<file path="src/gpib_status_pkg.sv">
`default_nettype none
package gpib_status_pkg;

	// ************************************************************
	// Register indices (byte address is four times the index)
	// ************************************************************
	localparam logic [11:0] IDX_INT_STATUS0 = 12'hFF8;
	localparam logic [11:0] IDX_INT_STATUS1 = 12'hFF9;
	localparam logic [11:0] IDX_ADDR_STATUS = 12'hFFA;
	localparam logic [11:0] IDX_BUS_STATUS = 12'hFFB;
	localparam logic [11:0] IDX_AUX_COMMAND = 12'hFFB;
	localparam logic [11:0] IDX_ADDRESS = 12'hFFC;
	localparam logic [11:0] IDX_SERIAL_POLL = 12'hFFD;
	localparam int IDX_LSB = 2;
	localparam int IDX_MSB = 13;

	// ************************************************************
	// Field positions
	// ************************************************************
	localparam int AUX_SET_CLEAR_BIT = 7;
	localparam int ADDR_DUAL_BIT = 7;
	localparam int ADDR_NO_LISTEN_BIT = 6;
	localparam int ADDR_NO_TALK_BIT = 5;
	localparam int POLL_SERVICE_REQUEST_BIT_ONE_BIT = 6;

	// ************************************************************
	// Reset values
	// ************************************************************
	localparam logic [7:0] MASK_RESET = 8'h00;
	localparam logic [7:0] ADDR_RESET = 8'h00;
	localparam logic [7:0] POLL_RESET = 8'h00;
	localparam logic [31:0] AUX_RESET = 32'h0000_0000;

	// ************************************************************
	// Auxiliary features and bus commands
	// ************************************************************
	localparam logic [4:0] AUX_SOFT_RESET = 5'h00;
	localparam logic [4:0] AUX_SERVICE_REQUEST_BIT_TWO = 5'h18;
	localparam logic [7:0] CMD_GTL = 8'h01;
	localparam logic [7:0] CMD_SDC = 8'h04;
	localparam logic [7:0] CMD_GET = 8'h08;
	localparam logic [7:0] CMD_LLO = 8'h11;
	localparam logic [7:0] CMD_DCL = 8'h14;
	localparam logic [7:0] CMD_SPE = 8'h18;
	localparam logic [7:0] CMD_SPD = 8'h19;
	localparam logic [7:0] CMD_UNL = 8'h3F;
	localparam logic [7:0] CMD_UNT = 8'h5F;
	localparam logic [2:0] GRP_LISTEN = 3'h1;
	localparam logic [2:0] GRP_TALK = 3'h2;
	localparam logic [2:0] GRP_SECONDARY = 3'h3;

	typedef struct packed {
		logic atn;
		logic dav;
		logic ndac;
		logic nrfd;
		logic eoi;
		logic srq;
		logic ifc;
		logic ren;
	} bus_lines_type;

	typedef struct packed {
		logic valid;
		logic [7:0] code;
	} bus_command_type;

	typedef struct packed {
		logic byteIn;
		logic byteOut;
		logic endTagged;
		logic sourceError;
		logic pollByteSent;
	} link_events_type;

	typedef struct packed {
		logic remote;
		logic lockout;
		logic atn;
		logic lpas;
		logic tpas;
		logic lads;
		logic tads;
		logic ulpa;
	} addr_status_type;

endpackage
`default_nettype wire

</file>
<file path="src/gpib_talker_listener_status.sv">
// Added by the designer: the AHB-Lite register port and the address map.
`timescale 1ns/10ps
`default_nettype none
module gpib_talker_listener_status
	import gpib_status_pkg::*;
(
	input wire logic clk_sys,
	input wire logic srst,
	input wire logic hsel,
	input wire logic [31:0] haddr,
	input wire logic [1:0] htrans,
	input wire logic hwrite,
	input wire logic [2:0] hsize,
	input wire logic [31:0] hwdata,
	input wire logic hready,
	output logic [31:0] hrdata,
	output logic hreadyout,
	output logic hresp,
	input wire bus_lines_type busLines,
	input wire bus_command_type busCommand,
	input wire link_events_type linkEvents,
	output addr_status_type addrStatus,
	output logic talkerEnabled,
	output logic listenerEnabled,
	output logic serviceRequest,
	output logic groupZeroPending,
	output logic groupOnePending
);

	// ************************************************************
	// Bus slave
	// ************************************************************
	logic phaseValid;
	logic phaseWrite;
	logic [11:0] phaseIndex;
	logic takeRequest;
	logic [7:0] mask0;
	logic [7:0] mask1;
	logic [7:0] ownAddress;
	logic [7:0] pollByte;
	logic [31:0] auxFeature;
	logic [7:0] status0;
	logic [7:0] status1;
	logic [7:0] next_readByte;
	logic clear0;
	logic clear1;
	logic [7:0] writeByte;

	assign takeRequest = hsel && htrans[1] && hready;
	assign hreadyout = 1'b1;
	assign hresp = 1'b0;
	assign writeByte = hwdata[7:0];

	always_ff @(posedge clk_sys)
	begin
		if (srst)
		begin
			phaseValid <= 1'b0;
			phaseWrite <= 1'b0;
			phaseIndex <= 12'h000;
		end
		else
		begin
			phaseValid <= takeRequest;
			phaseWrite <= hwrite;
			phaseIndex <= haddr[IDX_MSB:IDX_LSB];
		end
	end

	// Read data is latched in the address phase so the data phase has no wait
	always_comb
	begin
		next_readByte = 8'h00;
		unique case (haddr[IDX_MSB:IDX_LSB])
			IDX_INT_STATUS0: next_readByte = status0;
			IDX_INT_STATUS1: next_readByte = status1;
			IDX_ADDR_STATUS: next_readByte = addrStatus;
			IDX_BUS_STATUS: next_readByte = busLines;
			default: next_readByte = 8'h00;
		endcase
	end

	always_ff @(posedge clk_sys)
	begin
		if (srst)
			hrdata <= 32'h0000_0000;
		else if (takeRequest && !hwrite)
			hrdata <= {24'h00_0000, next_readByte};
	end

	// Reading an interrupt status register clears its flags
	assign clear0 = takeRequest && !hwrite && haddr[IDX_MSB:IDX_LSB] == IDX_INT_STATUS0;
	assign clear1 = takeRequest && !hwrite && haddr[IDX_MSB:IDX_LSB] == IDX_INT_STATUS1;

	always_ff @(posedge clk_sys)
	begin
		if (srst)
		begin
			mask0 <= MASK_RESET;
			mask1 <= MASK_RESET;
			ownAddress <= ADDR_RESET;
			pollByte <= POLL_RESET;
		end
		else if (phaseValid && phaseWrite)
		begin
			if (phaseIndex == IDX_INT_STATUS0)
				mask0 <= writeByte;
			if (phaseIndex == IDX_INT_STATUS1)
				mask1 <= writeByte;
			if (phaseIndex == IDX_ADDRESS)
				ownAddress <= writeByte;
			if (phaseIndex == IDX_SERIAL_POLL)
				pollByte <= writeByte;
		end
	end

	always_ff @(posedge clk_sys)
	begin
		if (srst)
			auxFeature <= AUX_RESET;
		else if (phaseValid && phaseWrite && phaseIndex == IDX_AUX_COMMAND)
			auxFeature[writeByte[4:0]] <= writeByte[AUX_SET_CLEAR_BIT];
	end

	// ************************************************************
	// Command decode
	// ************************************************************
	logic dualPrimary;
	logic softReset;
	logic cmdValid;
	logic [7:0] cmd;
	logic [2:0] cmdGroup;
	logic myListen;
	logic myTalk;
	logic knownCmd;
	logic ifcRise;
	logic srqRise;
	logic prevIfc;
	logic prevSrq;
	logic prevRemote;
	logic spollEnable;
	logic next_lads;
	logic next_tads;
	logic listenAddr, talkAddr, listenPrimary, talkPrimary, lastAddrLsb;
	logic lockoutState, remoteState;

	// Dual mode ignores the low address bit, so two adjacent addresses answer
	function automatic logic addrMatch(input logic [7:0] code, input logic [7:0] own,
		input logic dual);
		addrMatch = dual ? (code[4:1] == own[4:1]) : (code[4:0] == own[4:0]);
	endfunction

	assign dualPrimary = ownAddress[ADDR_DUAL_BIT];
	assign talkerEnabled = !ownAddress[ADDR_NO_TALK_BIT];
	assign listenerEnabled = !ownAddress[ADDR_NO_LISTEN_BIT];
	assign softReset = auxFeature[AUX_SOFT_RESET];
	assign cmdValid = busCommand.valid && busLines.atn && !softReset;
	assign cmd = busCommand.code;
	assign cmdGroup = cmd[7:5];
	assign myListen = cmdValid && cmdGroup == GRP_LISTEN && cmd != CMD_UNL
		&& listenerEnabled && addrMatch(cmd, ownAddress, dualPrimary);
	assign myTalk = cmdValid && cmdGroup == GRP_TALK && cmd != CMD_UNT
		&& talkerEnabled && addrMatch(cmd, ownAddress, dualPrimary);
	assign knownCmd = cmdGroup != 3'h0 || cmd == CMD_GTL || cmd == CMD_SDC
		|| cmd == CMD_GET || cmd == CMD_LLO || cmd == CMD_DCL
		|| cmd == CMD_SPE || cmd == CMD_SPD;
	assign ifcRise = busLines.ifc && !prevIfc;
	assign srqRise = busLines.srq && !prevSrq;
	assign serviceRequest = pollByte[POLL_SERVICE_REQUEST_BIT_ONE_BIT] || auxFeature[AUX_SERVICE_REQUEST_BIT_TWO];

	always_ff @(posedge clk_sys)
	begin
		if (srst)
		begin
			prevIfc <= 1'b0;
			prevSrq <= 1'b0;
			prevRemote <= 1'b0;
		end
		else
		begin
			prevIfc <= busLines.ifc;
			prevSrq <= busLines.srq;
			prevRemote <= addrStatus.remote;
		end
	end

	// ************************************************************
	// Addressed state
	// ************************************************************
	always_comb
	begin
		next_lads = addrStatus.lads;
		next_tads = addrStatus.tads;
		if (cmdValid && cmd == CMD_UNL)
			next_lads = 1'b0;
		if (cmdValid && cmd == CMD_UNT)
			next_tads = 1'b0;
		if (myListen)
			next_lads = 1'b1;
		// Another talker being addressed drops this one
		if (cmdValid && cmdGroup == GRP_TALK && cmd != CMD_UNT)
			next_tads = myTalk;
		if (busLines.ifc || softReset)
		begin
			next_lads = 1'b0;
			next_tads = 1'b0;
		end
		if (!listenerEnabled)
			next_lads = 1'b0;
		if (!talkerEnabled)
			next_tads = 1'b0;
	end

	// One process per register bit group; the port is assembled here
	assign addrStatus = {remoteState, lockoutState, busLines.atn, listenPrimary, talkPrimary,
		listenAddr, talkAddr, lastAddrLsb};

	always_ff @(posedge clk_sys)
	begin
		if (srst)
		begin
			listenAddr <= 1'b0;
			talkAddr <= 1'b0;
			listenPrimary <= 1'b0;
			talkPrimary <= 1'b0;
			lastAddrLsb <= 1'b0;
		end
		else
		begin
			listenAddr <= next_lads;
			talkAddr <= next_tads;
			// Primary addressed states last until the next primary command
			if (cmdValid && cmdGroup != GRP_SECONDARY)
			begin
				listenPrimary <= myListen;
				talkPrimary <= myTalk;
			end
			if (myListen || myTalk)
				lastAddrLsb <= cmd[0];
		end
	end

	always_ff @(posedge clk_sys)
	begin
		if (srst)
		begin
			lockoutState <= 1'b0;
			remoteState <= 1'b0;
			spollEnable <= 1'b0;
		end
		else
		begin
			if (!busLines.ren)
				lockoutState <= 1'b0;
			else if (cmdValid && cmd == CMD_LLO)
				lockoutState <= 1'b1;
			if (!busLines.ren)
				remoteState <= 1'b0;
			else if (myListen)
				remoteState <= 1'b1;
			else if (cmdValid && cmd == CMD_GTL && listenAddr && !lockoutState)
				remoteState <= 1'b0;
			if (cmdValid && cmd == CMD_SPE)
				spollEnable <= 1'b1;
			else if ((cmdValid && cmd == CMD_SPD) || busLines.ifc)
				spollEnable <= 1'b0;
		end
	end

	// ************************************************************
	// Interrupt status flags (set wins over clear on read)
	// ************************************************************
	logic [5:0] set0;
	logic [7:0] set1;
	logic [5:0] flags0;

	assign set0 = {linkEvents.byteIn, linkEvents.byteOut, linkEvents.endTagged,
		addrStatus.tads && spollEnable && linkEvents.pollByteSent && serviceRequest,
		addrStatus.remote != prevRemote,
		next_lads != addrStatus.lads || next_tads != addrStatus.tads};
	assign set1 = {cmdValid && cmd == CMD_GET && addrStatus.lads,
		linkEvents.sourceError,
		cmdValid && !knownCmd,
		cmdValid && cmdGroup == GRP_SECONDARY && (addrStatus.lpas || addrStatus.tpas),
		cmdValid && (cmd == CMD_DCL || (cmd == CMD_SDC && addrStatus.lads)),
		myListen || myTalk,
		srqRise,
		ifcRise};

	always_ff @(posedge clk_sys)
	begin
		if (srst)
		begin
			flags0 <= 6'h00;
			status1 <= 8'h00;
		end
		else
		begin
			flags0 <= set0 | (clear0 ? 6'h00 : flags0);
			status1 <= set1 | (clear1 ? 8'h00 : status1);
		end
	end

	assign groupOnePending = |(status1 & mask1);
	assign groupZeroPending = |(flags0 & mask0[5:0]);
	assign status0 = {groupZeroPending, groupOnePending, flags0};

	// ************************************************************
	// Checks
	// ************************************************************
	a_ifc_flag_set: assert property (@(posedge clk_sys) disable iff (srst)
		busLines.ifc && !$past(busLines.ifc) |=> status1[0])
		else $error("IFC rise did not set flag");
	a_group_one_sum: assert property (@(posedge clk_sys) disable iff (srst)
		(set1 & mask1) != 8'h00 && !(phaseValid && phaseWrite) |=> groupOnePending)
		else $error("group one summary wrong");
	a_group_zero_sum: assert property (@(posedge clk_sys) disable iff (srst)
		(set0 & mask0[5:0]) != 6'h00 && !(phaseValid && phaseWrite) |=> status0[7])
		else $error("group zero summary wrong");
	a_listen_address: assert property (@(posedge clk_sys) disable iff (srst)
		myListen && !busLines.ifc && !softReset |=> addrStatus.lads && addrStatus.lpas)
		else $error("own listen address not taken");
	a_talk_disable: assert property (@(posedge clk_sys) disable iff (srst)
		!talkerEnabled |=> !addrStatus.tads)
		else $error("talker active while disabled");
	a_lockout_clear: assert property (@(posedge clk_sys) disable iff (srst)
		!busLines.ren |=> !addrStatus.lockout && !addrStatus.remote)
		else $error("lockout or remote kept without REN");
	a_remote_change: assert property (@(posedge clk_sys) disable iff (srst)
		$changed(addrStatus.remote) |=> status0[1])
		else $error("remote change not flagged");
	a_own_address_hit: assert property (@(posedge clk_sys) disable iff (srst)
		myTalk |=> status1[2] && addrStatus.ulpa == $past(cmd[0]))
		else $error("own talk address not flagged");
	a_unknown_cmd: assert property (@(posedge clk_sys) disable iff (srst)
		cmdValid && (cmd == 8'h0F || cmd == 8'h02) |=> status1[5])
		else $error("unknown command not flagged");
	a_srq_flag_set: assert property (@(posedge clk_sys) disable iff (srst)
		$rose(busLines.srq) |=> status1[1])
		else $error("SRQ rise did not set flag");

endmodule
`default_nettype wire

</file>
<file path="config.mk">
export PLATFORM = sky130hd
export DESIGN_NAME = gpib_talker_listener_status
export DESIGN_NICKNAME = d
export VERILOG_FILES = /design/src/gpib_status_pkg.sv /design/src/gpib_talker_listener_status.sv
export SDC_FILE = /design/constraint.sdc
export NUM_CORES = 1
export LEC_CHECK = 0
export BUFFER_PORTS_ARGS = -buffer_cell sky130_fd_sc_hd__buf_2
export CAP_MARGIN = 0
export CORE_MARGIN = 5
export CORE_UTILIZATION = 45
export DETAILED_ROUTE_END_ITERATION = 8
export PLACE_DENSITY = 0.76
export SLEW_MARGIN = 20
export SYNTH_ARGS = -nofsm -noshare
export SYNTH_HDL_FRONTEND = slang
export SYNTH_SLANG_ARGS = --single-unit
</file>
<file path="constraint.sdc">
create_clock -name clk_sys -period 1.6 [get_ports clk_sys]
set_input_delay 0.08 -clock clk_sys [delete_from_list [all_inputs] [get_ports clk_sys]]
set_output_delay 0.08 -clock clk_sys [all_outputs]
set_load 0.01 [all_outputs]
</file>
After elaboration in Yosys (flattened, before gate mapping):

Cells that the tools add are included.

* multiplexer cells: 19
* magnitude comparators: 2
* bitwise gates (word level): 5
* equality and inequality tests: 29
* reductions and logical operators: 71

Operators by type and width (count)
* equality test 12 bit (second input constant): 9
* logical AND 1 bit: 39
* bitwise mux 32 bit: 1
* equality test 8 x 5 -> 1 bit (second input constant): 4
* case mux 8 bit (4 select lines): 1
* logical OR 1 bit: 14
* 2-to-1 mux 1 bit: 14
* AND 8 bit: 1
* equality test 8 x 1 -> 1 bit (second input constant): 1
* equality test 8 x 3 -> 1 bit (second input constant): 1
* equality test 8 x 4 -> 1 bit (second input constant): 1
* equality test 8 x 6 -> 1 bit (second input constant): 1
* equality test 8 x 7 -> 1 bit (second input constant): 1
* logical NOT 1 bit: 8
* 2-to-1 mux 8 bit: 1
* inequality test 8 x 6 -> 1 bit (second input constant): 1
* inequality test 8 x 7 -> 1 bit (second input constant): 1
* bitwise OR 8 bit: 1
* AND reduction 2 bit: 4
* OR reduction 8 bit: 1
* AND 6 bit: 1
* equality test 3 x 2 -> 1 bit (second input constant): 2
* less-than comparator 5 x 6 -> 1 bit (second input constant): 1
* 2-to-1 mux 6 bit: 1
* other kinds (13): 16

* input bits: 96
* register bits: 108
* word-level logic and storage cells: 148

Logic depth before layout (Yosys ltp):

* depth after elaboration: 12
* mapped depth: 7

Worst setup path after synthesis:

OpenSTA, ideal clock, no wires.

* path type: register to register
* start: register phaseIndex[5]
* end: register mask0[0]
* data arrival time: 1.382 ns
* path buffers: 0
* stages on the path, launching flop included: 6
* required time: 1.472 ns
* slack: 0.091 ns
* cells stage by stage: dfxtp_1 > nand4_1 > nor4_2 > nor3b_4 > mux2i_1 > nor2_1

* word-level cells in the longest chain between the ends: 2

Ends and longest elaborated chain
* start, declared: RTL line gpib_talker_listener_status.sv:35 `logic [11:0] phaseIndex;`
* start signal, assigned: RTL line gpib_talker_listener_status.sv:66 `phaseIndex <= haddr[IDX_MSB:IDX_LSB];`
* equality test 12 bit: RTL line gpib_talker_listener_status.sv:106 `if (phaseIndex == IDX_INT_STATUS0)`
* AND reduction 2 bit (no source line)
* end signal, assigned: RTL line gpib_talker_listener_status.sv:107 `mask0 <= writeByte;`
* end, declared: RTL line gpib_talker_listener_status.sv:37 `logic [7:0] mask0;`

No other way between the ends.
A chain may end at the register's enable or synchronous reset.

Worst setup path in the final report:

* start: register phaseWrite
* end: register ownAddress[5]

* word-level cells in the longest chain between the ends: 2

Ends and longest elaborated chain
* start, declared: RTL line gpib_talker_listener_status.sv:34 `logic phaseWrite;`
* start signal, assigned: RTL line gpib_talker_listener_status.sv:65 `phaseWrite <= hwrite;`
* logical AND 1 bit: RTL line gpib_talker_listener_status.sv:104 `else if (phaseValid && phaseWrite)`
* AND reduction 2 bit (no source line)
* end signal, assigned: RTL line gpib_talker_listener_status.sv:111 `ownAddress <= writeByte;`
* end, declared: RTL line gpib_talker_listener_status.sv:39 `logic [7:0] ownAddress;`

No other way between the ends.

==> metrics <==
status finished with violations; failing checks setup timing; Placed Area 3661 µm²; Longest Clk Path Bufs 2; vias in the first global route 2823; Finished Core Util 57.20%; final worst-path cycle share 101.6%; clock sink count 72; share of power burned in the clock network 40.3%; DRC 0; final hold vios 0; Slowest-stage cell, CP dfxtp_2; number of I/O pins 143; dpl hpwl 6335 µm; flops & latches, synth 72; Post-synth top cells dfxtp_1 (72), nor2_1 (40), a21oi_1 (36); number of buffers created by CTS 9; initial core utilization 46.10%; Comb power frac 8.8%; Layout area overhead 24.08%; routed len/inst 15.51 µm; pins over their slew limit 0; remaining antenna violation count 0; CTS tree built; mux contribution to synthesized area 10.53%; ANT cells 0; max cap viols 0; Synth Area in Compound Gates 10.57%; Final min period 1626 ps; Worst setup SP type flop; nets 550; Hold WC Path Type in2reg; share of the synthesized area in the top cell type 43.34%; Syn Area/Cell 9.037 µm²; drt total wl 8653 µm; port buffer count 68; Root Buffer clkbuf_8; sw frac 25.64%; Sw Pwr 0.9301 mW; main combinational cell family by area after synthesis simple AND/OR/NAND/NOR gates; Die X 95.97 µm; Clk pin slew, worst setup/hold paths 80 ps; RSZ-0062 raised after global routing yes; top-count cell post-synth dfxtp_1; Post-Syn Area 3326 µm²; initial antenna violation count 0; cell breakdown of the critical path nand4_1, nor4_2, buf_4, nand3b_1, buf_6, mux2i_2, nor2_1; overall power 3.628 mW; Initial DRC Count 270; synth top area cells dfxtp_1 (43%), buf_4 (7.7%), a21oi_1 (5.4%); CP max FO 8; critical path class reg2reg; Flop pwr share 50.9%; Post-synth EDFFs 0; Fill cells 650; Async S/R FF share, synth 0%; leakage power 1.711 nW; drt pass-1 iters 5; total grt overflow 0; Post-synth top flop dfxtp_1; H-tree levels 3; DP Worst Slack -12.07 ps; Placer Congestion 0.9185; Netlist cell types 42; Cell Rows 31; Internal 2.698 mW; Core Area 7214 µm²; Synth Area in Adders 0%; crit-path max cell delay 320 ps; Worst EP required 1840 ps; upper clock frequency limit 615.0 MHz; vias per inst 5.303; aggregate global-route resource usage 19.31%; worst vdd ir 555.3 µV; clock skew 8.307 ps; xor and xnor fraction of the mapped netlist area 1.580%; synth warn 0; wire length of the first global-routing pass 13350 µm; die area 9209 µm²; routed vias 2959; layout cells sized above 1 27.23%; simple-gate share of the synthesized area 23.85%; Arr. time, crit path 1870 ps; Worst Hold Slack 17.84 ps; power per cell area 879.2 nW/µm²; die height 95.97 µm; Worst Setup End Kind flop; pin count of the biggest net entering global routing 56; Final Setup Violations 2; register area share after synthesis 43.34%; biggest area consumer among synthesized cells dfxtp_1; Finished Cell Area 4126 µm²; min setup slack post-route -26.10 ps; Clk Latency, worst-skew pair 360 ps; Mapped Cells 368
==> cell type report <==
type	instances	area [µm²]	area share, %
timing repair buffer	101	663.1	16.07
multi-input combinational	268	1682	40.75
clock inverter	7	80.08	1.941
clock buffer	9	123.9	3.002
sequential	72	1446	35.05
inverter	2	7.507	0.1819
tap	99	123.9	3.002
==> layout by cell type, fill, tap and decap left out, types with 4 or more instances in the layout <==
master and count:
a21oi_1 36, a22oi_1 9, buf_2 68, buf_4 9, buf_6 4, clkbuf_8 9, conb_1 26, dfxtp_1 68
dfxtp_2 4, dlygate4sd3_1 19, mux2i_1 16, mux4_2 8, nand2_1 29, nand3_1 22, nand3b_1 5, nand4_1 10
nor2_1 40, nor2b_1 19, o21ai_0 5, xor2_1 5
==> metal layers <==
| metal | vias up | GRT usage (%) | wire (µm) |
|---|---|---|---|
| li1 | 1407 | - | - |
| met1 | 1393 | 24.12 | 3514 |
| met2 | 144 | 32.66 | 4215 |
| met3 | 15 | 6.020 | 818 |
| met4 | 0 | 4.265 | 104 |
| met5 | - | 0 | 0 |
==> path summary, 6_finish.rpt <==
kind	endpoint	start	cells after the start	slack [ps]
max	ownAddress[5]	phaseWrite	7	-30
min	mask1[0]	hwdata[0]	3	20
max reg2reg	ownAddress[5]	phaseWrite	7	-30
min reg2reg	hrdata[3]	hrdata[3]	2	450
==> sequential cells by signal, indices dropped and copies added, names as in the netlist, 2 cells and up <==
signal / count
status1: 8
flags0: 6
phaseIndex: 12
mask0: 6
hrdata: 8
auxFeature: 2
mask1: 8
ownAddress: 8
==> what timing repair did <==
| item | 4_1_cts | 5_1_grt |
|---|---|---|
| setup endpoints to repair | 17 | 32 |
| endpoints found under the hold margin | 19 | 0 |
| resized for setup | 2 | 15 |
| pin swaps | 1 | 7 |
| hold buffers | 19 | 0 |
| buffers inserted | 0 | 2 |
==> worst max-delay path, delay by kind of cell (launching register included) <==
| kind | cells | cell delay [ps] |
|---|---|---|
| AND/OR/NAND/NOR | 4 | 650 |
| buffers and inverters | 2 | 370 |
| flip-flops | 1 | 320 |
| multiplexers | 1 | 170 |
==> power groups by stage <==
stage          sequential [mW]  clock (mW)  combinational, mW
4_1_cts                   1.84        1.48              0.315
3_3_place_gp              1.88           0              0.271
5_1_grt                   1.85        1.56              0.352
2_1_floorplan             1.88           0              0.208
6_report                  1.85        1.46              0.321
3_5_place_dp              1.89           0              0.277
==> through the flow <==
stage	cells	setup TNS, ps
final	558	-32.10
after global routing	558	-1125
after CTS	556	0
after detailed placement	521	-14.78
after global placement	521	-2.209
after floorplan	392	0
==> cell families after synthesis <==
kind of cell / count (synthesis)
buf+inv: 52
xor+xnor: 6
flops: 72
simple gates: 151
mux: 25
other cells: 2
compound gates: 60
Power figures use the tool's default switching activity.
